===== src/shared/cmfc_pkg.sv =====
/*
  Shared constants for the charger mode and fault control block.
  Assumes a 20 MHz logic clock and an APB slave with 32-bit data.
*/
package cmfc_pkg;
  localparam int CLK_HZ = 20000000;
  localparam int FAULT_PULSE_NS = 128000;
  localparam int FAULT_PULSE_CYC = FAULT_PULSE_NS / (1000000000 / CLK_HZ);
  localparam int PRESENCE_MS = 32;
  localparam int PRESENCE_CYC = PRESENCE_MS * (CLK_HZ / 1000);
  localparam int RETRY_CYC_DEF = 2000;
  localparam int PROBE_CYC_DEF = 1000;

  localparam logic [7:0] ADDR_STAT_CTRL = 8'h00;
  localparam logic [7:0] ADDR_CTRL = 8'h04;
  localparam logic [7:0] ADDR_FAULT = 8'h08;
  localparam logic [7:0] ADDR_STATE = 8'h0c;

  localparam int B_EN_STAT = 0;
  localparam int B_CHG_DIS = 0;
  localparam int B_LIM_500 = 1;
  localparam int B_LIM_DIS = 2;
  localparam int B_HIZ = 3;
  localparam int B_BOOST = 4;
  localparam int B_PRESET = 5;
  localparam int B_LIM_REG = 6;

  localparam logic [6:0] CTRL_RESET = 7'h00;
  localparam logic       EN_STAT_RESET = 1'b0;

  typedef enum logic [2:0] {
    CMFC_IDLE, CMFC_TRICKLE, CMFC_CHARGE, CMFC_PROBE, CMFC_DONE, CMFC_RETRY
  } cmfc_chg_t;

  typedef enum logic [1:0] {
    CMFC_MODE_CHARGE, CMFC_MODE_CONFIG, CMFC_MODE_HIZ, CMFC_MODE_BOOST
  } cmfc_mode_t;
endpackage


===== src/hdl/cmfc_top.sv =====
/*
  Charger mode selection, fault supervision and status pin logic.
  Analog comparators arrive as synchronous levels; APB master outside.
*/
// The register addresses and the APB slave port were decided locally.
`timescale 1ns/1ps

module cmfc_top
  import cmfc_pkg::*;
#(
  parameter int RETRY_CYC = RETRY_CYC_DEF,
  parameter int PROBE_CYC = PROBE_CYC_DEF,
  parameter int WINDOW_CYC = PRESENCE_CYC
)(
  input  wire logic        clk,
  input  wire logic        rst_b,
  input  wire logic        psel,
  input  wire logic        penable,
  input  wire logic        pwrite,
  input  wire logic [7:0]  paddr,
  input  wire logic [31:0] pwdata,
  output logic             pready,
  output logic             pslverr,
  output logic [31:0]      prdata,
  input  wire logic        modeSelectPin,
  input  wire logic        supplyPor,
  input  wire logic        autoVariant,
  input  wire logic        weakBattery,
  input  wire logic        thermalTrip,
  input  wire logic        sleepCond,
  input  wire logic        poorSource,
  input  wire logic        inputOv,
  input  wire logic        batteryOv,
  input  wire logic        aboveRecharge,
  input  wire logic        termCurrent,
  input  wire logic        deepDischarge,
  input  wire logic        aboveUvlo,
  input  wire logic        safetyTimerFault,
  input  wire logic        boostFault,
  output logic             statusOut,
  output logic             statusOe,
  output logic             converterOn,
  output logic             linearTrickle,
  output logic             blockSwitchOn,
  output logic             probeCurrentOn,
  output logic             limit500,
  output logic             limitEnable,
  output logic             timersFrozen,
  output logic [1:0]       opMode
);

  cmfc_chg_t  chg;
  cmfc_mode_t mode;
  logic [6:0] ctrl;
  logic       enStat;
  logic       hostMode;
  logic       pinLimit;
  logic [7:0] faultBits;
  logic       faultPrev;
  logic [31:0] tmr;
  logic [31:0] winCnt;
  logic       winRun;
  logic       winDone;
  logic [15:0] pulseCnt;
  logic       readFault;

  wire apbAcc = psel && penable;
  wire apbWr = apbAcc && pwrite;
  wire chargeFault = thermalTrip || sleepCond || inputOv || batteryOv ||
                     poorSource || !aboveUvlo || safetyTimerFault;
  // fault set follows the selected mode, not the current one, so a boost
  // fault keeps configure mode instead of bouncing back to boost
  wire anyFault = ctrl[B_BOOST] ? (boostFault || safetyTimerFault ||
                  thermalTrip) : chargeFault;
  wire absentNow = (chg == CMFC_PROBE) && (tmr == 32'd0) && !aboveRecharge;
  wire windowAbsent = (chg == CMFC_CHARGE) && winRun && aboveRecharge;
  wire chargeAllowed = (mode == CMFC_MODE_CHARGE) && !ctrl[B_CHG_DIS];

  function automatic logic [31:0] rd_decode(input logic [7:0] a);
    case (a)
      ADDR_STAT_CTRL: rd_decode = {31'h0, enStat};
      ADDR_CTRL:      rd_decode = {25'h0, ctrl};
      ADDR_FAULT:     rd_decode = {24'h0, faultBits};
      ADDR_STATE:     rd_decode = {26'h0, hostMode, winRun, chg, 1'b0} | {30'h0, opMode};
      default:        rd_decode = 32'h0;
    endcase
  endfunction

  function automatic logic mapped(input logic [7:0] a);
    mapped = (a == ADDR_STAT_CTRL) || (a == ADDR_CTRL) || (a == ADDR_FAULT) ||
             (a == ADDR_STATE);
  endfunction

  // single wait-free access: answer in the access cycle
  always_ff @(posedge clk or negedge rst_b)
    if (!rst_b)
    begin
      pready <= 1'b0;
      pslverr <= 1'b0;
      prdata <= 32'h0;
    end
    else
    begin
      pready <= psel && !penable;
      pslverr <= psel && !penable && !mapped(paddr);
      prdata <= (psel && !penable && !pwrite) ? rd_decode(paddr) : 32'h0;
    end

  assign readFault = apbAcc && pready && !pwrite && (paddr == ADDR_FAULT);

  // control bits, parameter reset and defaults on absence
  always_ff @(posedge clk or negedge rst_b)
    if (!rst_b)
    begin
      ctrl <= CTRL_RESET;
      enStat <= EN_STAT_RESET;
    end
    else if (ctrl[B_PRESET] || absentNow)
    begin
      ctrl <= CTRL_RESET;
      enStat <= EN_STAT_RESET;
    end
    else if (apbWr && pready)
    begin
      if (paddr == ADDR_CTRL)
        ctrl <= pwdata[6:0];
      if (paddr == ADDR_STAT_CTRL)
        enStat <= pwdata[B_EN_STAT];
    end

  // any bus write moves to host (32-second) mode
  always_ff @(posedge clk or negedge rst_b)
    if (!rst_b)
      hostMode <= 1'b0;
    else if (supplyPor || safetyTimerFault)
      hostMode <= 1'b0;
    else if (apbWr && pready)
      hostMode <= 1'b1;

  // power-up cap source caught on supply power-on
  always_ff @(posedge clk or negedge rst_b)
    if (!rst_b)
      pinLimit <= 1'b0;
    else if (supplyPor)
      pinLimit <= autoVariant && weakBattery;
    else if (hostMode)
      pinLimit <= 1'b0;

  always_ff @(posedge clk or negedge rst_b)
    if (!rst_b)
    begin
      limit500 <= 1'b0;
      limitEnable <= 1'b1;
    end
    else
    begin
      limit500 <= pinLimit ? modeSelectPin : ctrl[B_LIM_500];
      limitEnable <= !ctrl[B_LIM_DIS];
    end

  // operating mode table
  always_ff @(posedge clk or negedge rst_b)
    if (!rst_b)
      mode <= CMFC_MODE_HIZ;
    else if (ctrl[B_HIZ] || windowAbsent)
      mode <= CMFC_MODE_HIZ;
    else if (ctrl[B_BOOST])
      mode <= anyFault ? CMFC_MODE_CONFIG : CMFC_MODE_BOOST;
    else if (!chargeFault)
      mode <= CMFC_MODE_CHARGE;
    else
      mode <= aboveUvlo ? CMFC_MODE_CONFIG : CMFC_MODE_HIZ;

  // charge sequencer
  always_ff @(posedge clk or negedge rst_b)
    if (!rst_b)
    begin
      chg <= CMFC_IDLE;
      tmr <= 32'd0;
    end
    else if (thermalTrip)
      chg <= chg;
    else
      case (chg)
        CMFC_IDLE:
          if (chargeAllowed)
            chg <= CMFC_TRICKLE;
        CMFC_TRICKLE:
          if (!chargeAllowed)
            chg <= CMFC_IDLE;
          else if (!deepDischarge)
            chg <= CMFC_CHARGE;
        CMFC_CHARGE:
          if (poorSource || windowAbsent)
          begin
            chg <= CMFC_RETRY;
            tmr <= RETRY_CYC;
          end
          else if (!chargeAllowed)
            chg <= CMFC_IDLE;
          else if (deepDischarge)
            chg <= CMFC_TRICKLE;
          else if (hostMode && aboveRecharge && termCurrent)
          begin
            chg <= CMFC_PROBE;
            tmr <= PROBE_CYC;
          end
        CMFC_PROBE:
          if (tmr != 32'd0)
            tmr <= tmr - 32'd1;
          else if (aboveRecharge)
            chg <= CMFC_DONE;
          else
          begin
            chg <= CMFC_RETRY;
            tmr <= RETRY_CYC;
          end
        CMFC_DONE:
          if (!aboveRecharge || !chargeAllowed)
            chg <= CMFC_IDLE;
        CMFC_RETRY:
          if (tmr != 32'd0)
            tmr <= tmr - 32'd1;
          else
            chg <= CMFC_IDLE;
        default:
          chg <= CMFC_IDLE;
      endcase

  // power-up presence window from trickle exit
  always_ff @(posedge clk or negedge rst_b)
    if (!rst_b)
    begin
      winRun <= 1'b0;
      winDone <= 1'b0;
      winCnt <= 32'd0;
    end
    else if (supplyPor)
    begin
      winRun <= 1'b0;
      winDone <= 1'b0;
      winCnt <= 32'd0;
    end
    else if (thermalTrip)
      winCnt <= winCnt;
    else if (!winRun && !winDone && autoVariant && !hostMode &&
             chg == CMFC_TRICKLE && !deepDischarge && chargeAllowed)
    begin
      winRun <= 1'b1;
      winCnt <= WINDOW_CYC;
    end
    else if (winRun)
    begin
      if (winCnt == 32'd1 || aboveRecharge)
      begin
        winRun <= 1'b0;
        winDone <= 1'b1;
      end
      winCnt <= winCnt - 32'd1;
    end

  // sticky fault bits, new ones only after a read or while all bits are clear
  always_ff @(posedge clk or negedge rst_b)
    if (!rst_b)
      faultBits <= 8'h0;
    else if (supplyPor)
      faultBits <= 8'h0;
    else if (faultBits == 8'h0 || readFault)
      faultBits <= {boostFault, safetyTimerFault, !aboveUvlo, poorSource,
                    batteryOv, inputOv, sleepCond, thermalTrip};

  // fault pulse on status pin, restarted by a new fault
  always_ff @(posedge clk or negedge rst_b)
    if (!rst_b)
    begin
      faultPrev <= 1'b0;
      pulseCnt <= 16'h0;
    end
    else
    begin
      faultPrev <= anyFault || windowAbsent || absentNow;
      if ((anyFault || windowAbsent || absentNow) && !faultPrev)
        pulseCnt <= 16'(FAULT_PULSE_CYC);
      else if (pulseCnt != 16'h0)
        pulseCnt <= pulseCnt - 16'h1;
    end

  // outputs
  always_ff @(posedge clk or negedge rst_b)
    if (!rst_b)
    begin
      statusOut <= 1'b0;
      statusOe <= 1'b0;
      converterOn <= 1'b0;
      linearTrickle <= 1'b0;
      blockSwitchOn <= 1'b0;
      probeCurrentOn <= 1'b0;
      timersFrozen <= 1'b0;
      opMode <= 2'h0;
    end
    else
    begin
      statusOut <= 1'b0;
      statusOe <= (pulseCnt != 16'h0) || (!anyFault && enStat &&
                  (chg == CMFC_CHARGE || chg == CMFC_TRICKLE));
      converterOn <= !thermalTrip && !sleepCond && !inputOv && !batteryOv &&
                     ((chg == CMFC_CHARGE && mode == CMFC_MODE_CHARGE) ||
                      mode == CMFC_MODE_BOOST);
      linearTrickle <= !thermalTrip && chg == CMFC_TRICKLE;
      blockSwitchOn <= !sleepCond && mode != CMFC_MODE_HIZ;
      probeCurrentOn <= chg == CMFC_PROBE;
      timersFrozen <= thermalTrip;
      opMode <= mode;
    end

  a_probe_entry: assert property (@(posedge clk) disable iff (!rst_b)
    chg == CMFC_CHARGE && !thermalTrip && !poorSource && !windowAbsent &&
    chargeAllowed && !deepDischarge && hostMode && aboveRecharge && termCurrent
    |=> chg == CMFC_PROBE) else $error("probe not entered");
  a_probe_current: assert property (@(posedge clk) disable iff (!rst_b)
    chg == CMFC_PROBE |=> probeCurrentOn) else $error("no probe current");
  a_probe_done: assert property (@(posedge clk) disable iff (!rst_b)
    chg == CMFC_PROBE && tmr == 0 && aboveRecharge && !thermalTrip
    |=> chg == CMFC_DONE) else $error("done missed");
  a_absent_retry: assert property (@(posedge clk) disable iff (!rst_b)
    absentNow && !thermalTrip |=> chg == CMFC_RETRY && ctrl == CTRL_RESET)
    else $error("absent not handled");
  a_thermal_hold: assert property (@(posedge clk) disable iff (!rst_b)
    thermalTrip |=> $stable(chg) && !converterOn) else $error("thermal hold");
  a_hiz_select: assert property (@(posedge clk) disable iff (!rst_b)
    ctrl[B_HIZ] |=> ##1 opMode == CMFC_MODE_HIZ) else $error("hiz not taken");
  a_preset_clear: assert property (@(posedge clk) disable iff (!rst_b)
    ctrl[B_PRESET] |=> !ctrl[B_PRESET] && ctrl == CTRL_RESET)
    else $error("reset bit stuck");
  a_fault_pulse: assert property (@(posedge clk) disable iff (!rst_b)
    anyFault && !faultPrev |=> ##1 statusOe [*8]) else $error("no fault pulse");
  a_lim_pin: assert property (@(posedge clk) disable iff (!rst_b)
    pinLimit |=> limit500 == $past(modeSelectPin)) else $error("pin cap wrong");
  c_probe: cover property (@(posedge clk) chg == CMFC_PROBE ##1 chg == CMFC_DONE);
  c_retry: cover property (@(posedge clk) chg == CMFC_RETRY);
  c_boost: cover property (@(posedge clk) opMode == CMFC_MODE_BOOST);
  c_window: cover property (@(posedge clk) windowAbsent);
endmodule


===== config.mk =====
export PLATFORM = sky130hd
export DESIGN_NAME = cmfc_top
export DESIGN_NICKNAME = d
export VERILOG_FILES = /design/src/shared/cmfc_pkg.sv /design/src/hdl/cmfc_top.sv
export SDC_FILE = /design/constraint.sdc
export NUM_CORES = 1
export LEC_CHECK = 0
export BUFFER_PORTS_ARGS = -buffer_cell sky130_fd_sc_hd__buf_2
export CELL_PAD_IN_SITES_DETAIL_PLACEMENT = 1
export CELL_PAD_IN_SITES_GLOBAL_PLACEMENT = 2
export CORE_MARGIN = 3
export CORE_UTILIZATION = 38
export CTS_CLUSTER_DIAMETER = 100
export DETAILED_ROUTE_END_ITERATION = 10
export HOLD_SLACK_MARGIN = 0.02
export PLACE_DENSITY = 0.9
export SETUP_SLACK_MARGIN = 0.1
export SLEW_MARGIN = 20
export SYNTH_ARGS = -nofsm -noshare
export SYNTH_HDL_FRONTEND = slang
export SYNTH_SLANG_ARGS = --single-unit
export TNS_END_PERCENT = 20

===== constraint.sdc =====
create_clock -name clk -period 6.7 [get_ports clk]
set_input_delay 0.335 -clock clk [delete_from_list [all_inputs] [get_ports clk]]
set_output_delay 0.335 -clock clk [all_outputs]
set_load 0.01 [all_outputs]

After elaboration in Yosys (flattened, before gate mapping)
Index checks and enable logic that the tools add are counted.
Storage, ports and cells
  output and inout port bits: 45
  memory bits (writable): 0
  ROM bits: 0
  input port bits: 60
  memories kept: 0
  bits in latches: 0
  register bits after elaboration: 150
  word-level logic and storage cells: 209
Cells by class
  reductions and logical operators: 98
  equal/unequal tests: 24
  muxes and demuxes: 57
  bitwise gates (word level): 2
  divide/modulo/power cells: 0
  $add $sub $neg: 3
  shifts and indexed selects: 0
  multipliers: 0
  order comparisons: 0
Operators by type and width (count)
  $mux W32: 12
  $pmux W32 S3: 1
  $sub A32 B1 Y32 const B: 2
  $logic_and A1 B1 Y1: 33
  $eq A32 B1 Y1 const B: 1
  $logic_not A32 Y1: 1
  $mux W16: 2
  $pmux W8 S4: 1
  $reduce_bool A32 Y1: 1
  $mux W3: 10
  $logic_or A1 B1 Y1: 23
  $mux W7: 3
  $mux W1: 20
  $logic_not A1 Y1: 18
  $pmux W3 S6: 1
  $reduce_bool A2 Y1: 9
  $eq A8 B4 Y1 const B: 2
  $logic_not A8 Y1: 2
  $mux W8: 2
  $ne A2 B2 Y1 const B: 8
  $reduce_bool A16 Y1: 1
  $sub A16 B1 Y16 const B: 1
  $reduce_and A7 Y1: 2
  $mux W2: 5
  16 further kinds: 23

Depth between registers and ports, before layout
Gate-level depths: netlist of run 1.
  word-level depth: 11
  mapped depth: 9
  gate-level depth less buffers: 7

Worst setup path after synthesis of run 1
OpenSTA, ideal clock, no wires.
  path type: register to register
  start point: reg tmr[0]
  end point: reg tmr[30]
  required time: 6.574 ns
  slack: 3.981 ns
  library setup time: 0.126 ns
  buffers on the path: 1
  stages on the path, launching flop included: 9
  arrival time: 2.593 ns
  clock period less this slack: 2.719 ns
  path through: dfrtp_1 > inv_1 > ha_1 > nor4b_1 > nand4_1 > o41a_1 > buf_2 > and3_1 > a221o_1
On the way
  cells in the longest elaborated chain, start to end: 3
  elaborated cells between the ends (all ways): 8
  classes of those cells: 1 x add/sub; 2 x eq/ne; 3 x mux; 2 x reduce/logical
RTL lines
  start: declaration: RTL line cmfc_top.sv:60  | logic [31:0] tmr;
  start signal: assignment: RTL line cmfc_top.sv:210  | tmr <= tmr - 32'd1;
  start signal: assignment: RTL line cmfc_top.sv:223  | tmr <= tmr - 32'd1;
  $sub A32 B1 Y32 / $reduce_bool A32 Y1 (equally long branches)
  $mux W32, or another cell as far along: RTL line cmfc_top.sv:222  | if (tmr != 32'd0)
  $pmux W32 S3 / $reduce_and A7 Y1 (equally long branches)
Several ways; a longest one is shown, not always the timed one. The select of a mux whose other input is x is not followed.
A chain may end at the register's enable or synchronous reset.

Worst setup path after layout of run 1
  start point: reg tmr[0]
  end point: reg tmr[9]
Same word-level chain as after synthesis.

==> results.py, run 1 <==
metrics = {
    "synthesis": {
        "netlist_top_cells_count": "124 x dfrtp_1, 68 x nor2_1, 41 x a21oi_1, 36 x clkbuf_1, 35 x nand2_1",
        "synth-seq-cells": 126,
        "yosysWarningCount": 0,
        "async_reset_ff_frac": 1.00,
        "synthFlopType": "dfrtp_1",
        "netlist_top_cells_area": "dfrtp_1 44%, nor2_1 3.6%, or4_1 3.1%",
        "synth.distinct_cells": 78,
        "synthesis.area_per_instance_um2": 9.36,
        "synth_area_um2": 7080,
        "synth_top_area_frac": 0.438,
        "synth.most_common_cell": "dfrtp_1",
        "synth_largest_area_cell": "dfrtp_1",
        "ys_seq_area_frac": 0.445,
        "syn_inst": 757,
        "synth_edf_count": 0,
    },
    "floorplanning": {
        "die-height_um": 143,
        "die-area_um2": 20300,
        "core_um2": 18100,
        "rows": 49,
        "pin_count": 105,
        "initial_core_util": 0.390,
        "die_x_um": 143,
    },
    "cells_and_area": {
        "layout-drive-gt1-share": 0.153,
        "fin_util": 0.442,
        "area_delta_synth_final_pct": 13.1,
        "final_nets": 853,
        "diodes": 0,
    },
    "sta": {
        "max-slew-margin-rel": 0.332,
        "worstMarginPinSlew_ps": 992,
        "fin_crit_sh": 0.607,
        "skew_ps": 12.6,
        "fin_crit_ps": 4060,
        "rsz0062_at_grt": "false",
        "final_max_slew_viol_count": 0,
        "setup_viol": 0,
        "max_freq_mhz": 246,
        "hold_viol_final": 0,
        "setup_tns_ps": 0,
    },
    "detailed_routing": {
        "drc": 0,
        "wire_per_inst_um": 19.9,
        "initialDrtViolationCount": 397,
        "totalWireLength_mm": 20.6,
        "drtPass1Iterations": 5,
        "vias_per_cell": 6.08,
        "num_vias": 6272,
        "ant_nets": 0,
    },
    "setup_path": {
        "critPathRequiredTime_ps": 7060,
        "crit_fanout": 16,
        "start_kind": "flop",
        "critPathKind": "flop to flop",
        "end_kind": "flop",
        "critPathArrivalTime_ps": 4420,
    },
    "hold_path": {
        "holdCritPathClass": "primary input to asynchronous set/reset pin",
    },
    "clocking": {
        "cts.sinks": 126,
        "clockBufferDepth": 2,
        "cts_tree": "yes",
        "clk_latency_ps": 420,
        "hold_buffers": 0,
        "cts-resized-gates": 0,
        "htreeDepth": 4,
        "clock-root-buffer": "clkbuf_16",
        "numCtsBuffers": 17,
        "post_cts_buffers": 0,
        "path_clk_slew_ps": 60,
    },
    "global_route": {
        "grt_pass1_vias": 6573,
        "grt_pass1_wl_mm": 33.1,
        "antenna_found_initial": 0,
        "grt-ovfl-total": 0,
        "grt_max_degree": 69,
        "track_usage": 0.201,
    },
    "power_and_ir_drop": {
        "p_per_area_nw_per_um2": 374,
        "ir_drop_mv": 0.153,
        "power.leakage_uw": 0.00339,
    },
    "placement": {
        "hpwl_mm": 14.2,
        "gp_congestion": 0.823,
        "portBuffers": 54,
    },
    "job": {
        "cap_viol_max_count": 0,
    },
    "status": {
        "status": "completed",
    },
}
worst max-delay path: stages, from the launching register on:
cell and delay (ps):
dfrtp_1 410, inv_1 70, ha_1 250, nor4b_1 660, nand4_1 870, o41ai_4 980
or3_1 480, o221a_2 270
final cells by class:
type	count	area, µm²
Fill cell	2093	10100
Tap cell	229	287
Multi-Input combinational cell	561	3560
Inverter	25	93.8
Sequential cell	126	3160
Clock buffer	21	470
Timing Repair Buffer	58	303
Clock inverter	11	139
through the flow:
stage / total power [µW] / worst slack, ps / hold WS, ps / instances / cell area [µm²]
6_report: 3000 / 2640 / 33.0 / 1031 / 8010
5_1_grt: 3180 / 2280 / 120 / 1031 / 8010
4_1_cts: 3000 / 2630 / 80.8 / 1031 / 8000
3_5_place_dp: 2040 / 2600 / 418 / 999 / 7390
3_3_place_gp: 1960 / 2800 / 409 / 999 / 7390
2_1_floorplan: 1790 / 3980 / 39.4 / 781 / 7170
cell usage in the layout, fill, tap and decap left out, types with 4 or more instances in the layout:
| cell type | Yosys | routed |
|---|---|---|
| clkinv_2 | 0 | 5 |
| nand2_1 | 35 | 35 |
| or3_1 | 28 | 28 |
| a211oi_1 | 7 | 7 |
| nor3_1 | 34 | 34 |
| o21ai_0 | 29 | 29 |
| o211ai_1 | 6 | 6 |
| nand3b_1 | 6 | 6 |
| and3_1 | 7 | 7 |
| nand3_1 | 19 | 19 |
| xor2_1 | 13 | 13 |
| a22oi_1 | 5 | 5 |
| o21ai_1 | 5 | 5 |
| o31a_1 | 5 | 5 |
| or2_2 | 6 | 6 |
| ha_1 | 4 | 4 |
| o31ai_1 | 14 | 14 |
| dfrtp_1 | 124 | 124 |
| a221oi_1 | 4 | 4 |
| buf_4 | 26 | 5 |
| nand2b_1 | 11 | 11 |
| a21oi_1 | 41 | 40 |
| nor4_1 | 28 | 28 |
| buf_2 | 4 | 53 |
| o221ai_1 | 11 | 11 |
| mux2i_1 | 6 | 6 |
| a221o_1 | 5 | 5 |
| conb_1 | 1 | 25 |
| or4_1 | 29 | 29 |
| mux2_2 | 13 | 13 |
| o2bb2ai_1 | 4 | 4 |
| clkbuf_16 | 0 | 17 |
| inv_1 | 25 | 25 |
| xnor2_1 | 7 | 7 |
| nor2_1 | 68 | 68 |
| a22o_1 | 9 | 9 |
| nand4_1 | 11 | 11 |
| nor2b_1 | 16 | 16 |
cell families after synthesis:
logic type	after synthesis	share of synthesized area
AND/OR/NAND/NOR	317	0.249
AO/OA/AOI/OAI	175	0.175
flip-flops	126	0.445
buffers and inverters	94	0.0664
XOR/XNOR	20	0.0247
multiplexers	20	0.0323
adder cells (fa/ha/maj)	4	0.00706
other	1	0.000529
sequential cells by signal (all words and copies together), names as in the netlist, 2 cells and up:
name / flops
pulseCnt: 16
prdata: 8
ctrl: 7
faultBits: 8
tmr: 32
chg: 3
winCnt: 32
opMode: 2
mode: 2
per-layer routing:
metal	share of wire	vias to the layer above	global-route usage
met1	0.43	3210	0.246
li1	-	2862	-
met2	0.50	160	0.350
met4	0.026	0	0.0900
met3	0.039	40	0.0326
met5	0	-	0
final timing paths:
kind                            startpoint  cells after the start  slack, ps             to
worst max-delay path                tmr[0]                      7       2640         tmr[9]
worst min-delay path                 rst_b                      1         30     winCnt[26]
worst max register to register      tmr[0]                      7       2640         tmr[9]
worst min register to register     ctrl[2]                      1        420    limitEnable
max in group asynchronous            rst_b                      2       5370    pulseCnt[3]
min in group clk                 sleepCond                      2        120  blockSwitchOn
report_power, final:
group | leakage (µW) | switching [µW] | total [µW] | internal [µW]
logic | 0.00145 | 591 | 949 | 358
clock network | 0.000299 | 344 | 956 | 611
registers | 0.00164 | 194 | 1100 | 901
total | 0.00339 | 1130 | 3000 | 1870
No activity file was read; power rests on OpenSTA's default activity.
==> inputs of run 2 (changes only) <==
--- a/config.mk
+++ b/config.mk
@@ -9,11 +9,11 @@
 export CELL_PAD_IN_SITES_DETAIL_PLACEMENT = 1
 export CELL_PAD_IN_SITES_GLOBAL_PLACEMENT = 2
 export CORE_MARGIN = 3
-export CORE_UTILIZATION = 38
+export CORE_UTILIZATION = 32
 export CTS_CLUSTER_DIAMETER = 100
 export DETAILED_ROUTE_END_ITERATION = 10
 export HOLD_SLACK_MARGIN = 0.02
-export PLACE_DENSITY = 0.9
+export PLACE_DENSITY = 0.81
 export SETUP_SLACK_MARGIN = 0.1
 export SLEW_MARGIN = 20
 export SYNTH_ARGS = -nofsm -noshare
==> constraint.sdc (replaced) <==
create_clock -name clk -period 3.3 [get_ports clk]
set_input_delay 0.165 -clock clk [delete_from_list [all_inputs] [get_ports clk]]
set_output_delay 0.165 -clock clk [all_outputs]
set_load 0.01 [all_outputs]
==> results.py, run 2 (synthesis results as in run 1) <==
metrics = {
    "floorplanning": {
        "die-area_um2": 24000,
        "initial_core_util": 0.332,
        "die_x_um": 155,
        "die-height_um": 155,
        "rows": 53,
        "core_um2": 21400,
        "pin_count": 105,
    },
    "sta": {
        "max-slew-margin-rel": 0.348,
        "fin_crit_ps": 2900,
        "hold_viol_final": 0,
        "worstMarginPinSlew_ps": 972,
        "skew_ps": 15.1,
        "setup_viol": 0,
        "rsz0062_at_grt": "false",
        "max_freq_mhz": 345,
        "fin_ws_ps": 398,
        "final_max_slew_viol_count": 0,
        "fin_crit_sh": 0.879,
        "setup_tns_ps": 0,
    },
    "hold_path": {
        "min_path_cells": 3,
        "holdCritPathClass": "primary input to flop",
        "whs_endpoint": "pready",
        "hp-start": "psel",
    },
    "detailed_routing": {
        "num_vias": 6174,
        "drtPass1Iterations": 4,
        "totalWireLength_mm": 20.1,
        "wire_per_inst_um": 18.0,
        "vias_per_cell": 5.51,
        "ant_nets": 0,
        "initialDrtViolationCount": 287,
        "drc": 0,
    },
    "power_and_ir_drop": {
        "power.leakage_uw": 0.00360,
        "p_seq_frac": 0.339,
        "p_per_area_nw_per_um2": 745,
        "p_int_uw": 3960,
        "p_total_uw": 6290,
        "clkPwrFrac": 0.326,
        "switchingPower_uw": 2330,
        "pwr-share-comb": 0.334,
        "swShare": 0.371,
        "ir_drop_mv": 0.264,
    },
    "setup_path": {
        "r2r_cells": 5,
        "r2r_end": "tmr[30]",
        "rrSetupSlack_ps": 400,
        "crit_fanout": 11,
        "start_kind": "flop",
        "worstReg2RegStart": "tmr[26]",
        "end_kind": "flop",
        "critPathArrivalTime_ps": 3200,
        "critPathKind": "flop to flop",
        "critPathRequiredTime_ps": 3600,
    },
    "cells_and_area": {
        "layout_common_cells": "124 x dfrtp_1, 68 x nor2_1, 53 x buf_2",
        "final_nets": 896,
        "fin_area_um2": 8440,
        "diodes": 0,
        "area_delta_synth_final_pct": 19.1,
        "final_common_cell": "dfrtp_1",
        "reg.largest.list": "tmr (32), winCnt (32), pulseCnt (16)",
        "layout-drive-gt1-share": 0.178,
    },
    "placement": {
        "hpwl_mm": 13.8,
        "dpl_cell_area_um2": 7670,
        "gp_congestion": 0.794,
        "dpl_worst_slack_ps": 398,
        "portBuffers": 54,
    },
    "status": {
        "status": "completed",
    },
    "clocking": {
        "clk_latency_ps": 430,
        "clockBufferDepth": 2,
        "htreeDepth": 4,
        "cts.sinks": 126,
        "numCtsBuffers": 17,
        "path_clk_slew_ps": 60,
        "post_cts_buffers": 0,
        "clock-root-buffer": "clkbuf_16",
        "cts_tree": "yes",
    },
    "global_route": {
        "antenna_found_initial": 0,
        "grt-ovfl-total": 0,
        "grt_pass1_wl_mm": 32.7,
        "grt_max_degree": 96,
        "track_usage": 0.170,
        "grt_pass1_vias": 6252,
    },
    "job": {
        "cap_viol_max_count": 0,
    },
}
-- run 2: final cells by class --
cell class              instances  area (µm²)
multi-input cells             561        3550
repair buffers                101         664
flip-flops and latches        126        3160
fillers                      2428       12900
well taps                     275         344
clock buffers                  18         429
clock inverters                14         205
inverters                      25        93.8
-- run 2: metal layers --
metal	track usage	vias up	share of wire
met1	0.226	3090	0.47
li1	-	2943	-
met4	0.0471	0	0.010
met5	0	-	0
met3	0.0406	16	0.039
met2	0.278	125	0.48
-- run 2: how the worst max path moves through the flow --
stage | from | to | cells after the start
floorplan | tmr[0] | tmr[30] | 8
global placement | tmr[26] | tmr[30] | 5
detailed placement | tmr[26] | tmr[23] | 5
CTS | tmr[26] | tmr[23] | 5
global route | tmr[26] | tmr[15] | 7
finish | tmr[26] | tmr[30] | 5
-- run 2: power groups by stage --
| stage | logic [µW] | registers [µW] | clock network, µW |
|---|---|---|---|
| finish | 2100 | 2140 | 2050 |
| global placement | 2040 | 2140 | 0 |
| detailed placement | 2090 | 2150 | 0 |
| CTS | 2110 | 2130 | 2090 |
| global route | 2360 | 2190 | 2160 |
| floorplan | 1580 | 2060 | 0 |
-- run 2: repair_timing --
item,in CTS,in global routing
setup endpoints to repair,0,0
hold endpoints to repair,102,1
gates resized for setup,0,0
hold buffers,13,1
-- run 2: critical path, cell delays in order, from the launching register on --
cell     delay [ps]
dfrtp_1         450
or4_1           600
or4_1           650
o41a_1          570
and3_1          260
a221o_1         250
-- run 2: stage by stage --
step	cells	util	hold WS [ps]
global route	1120	0.395	53.0
detailed placement	1074	0.359	315
CTS	1119	0.395	22.0
global placement	1074	0.359	321
finish	1120	0.395	32.5
floorplan	781	-	-131
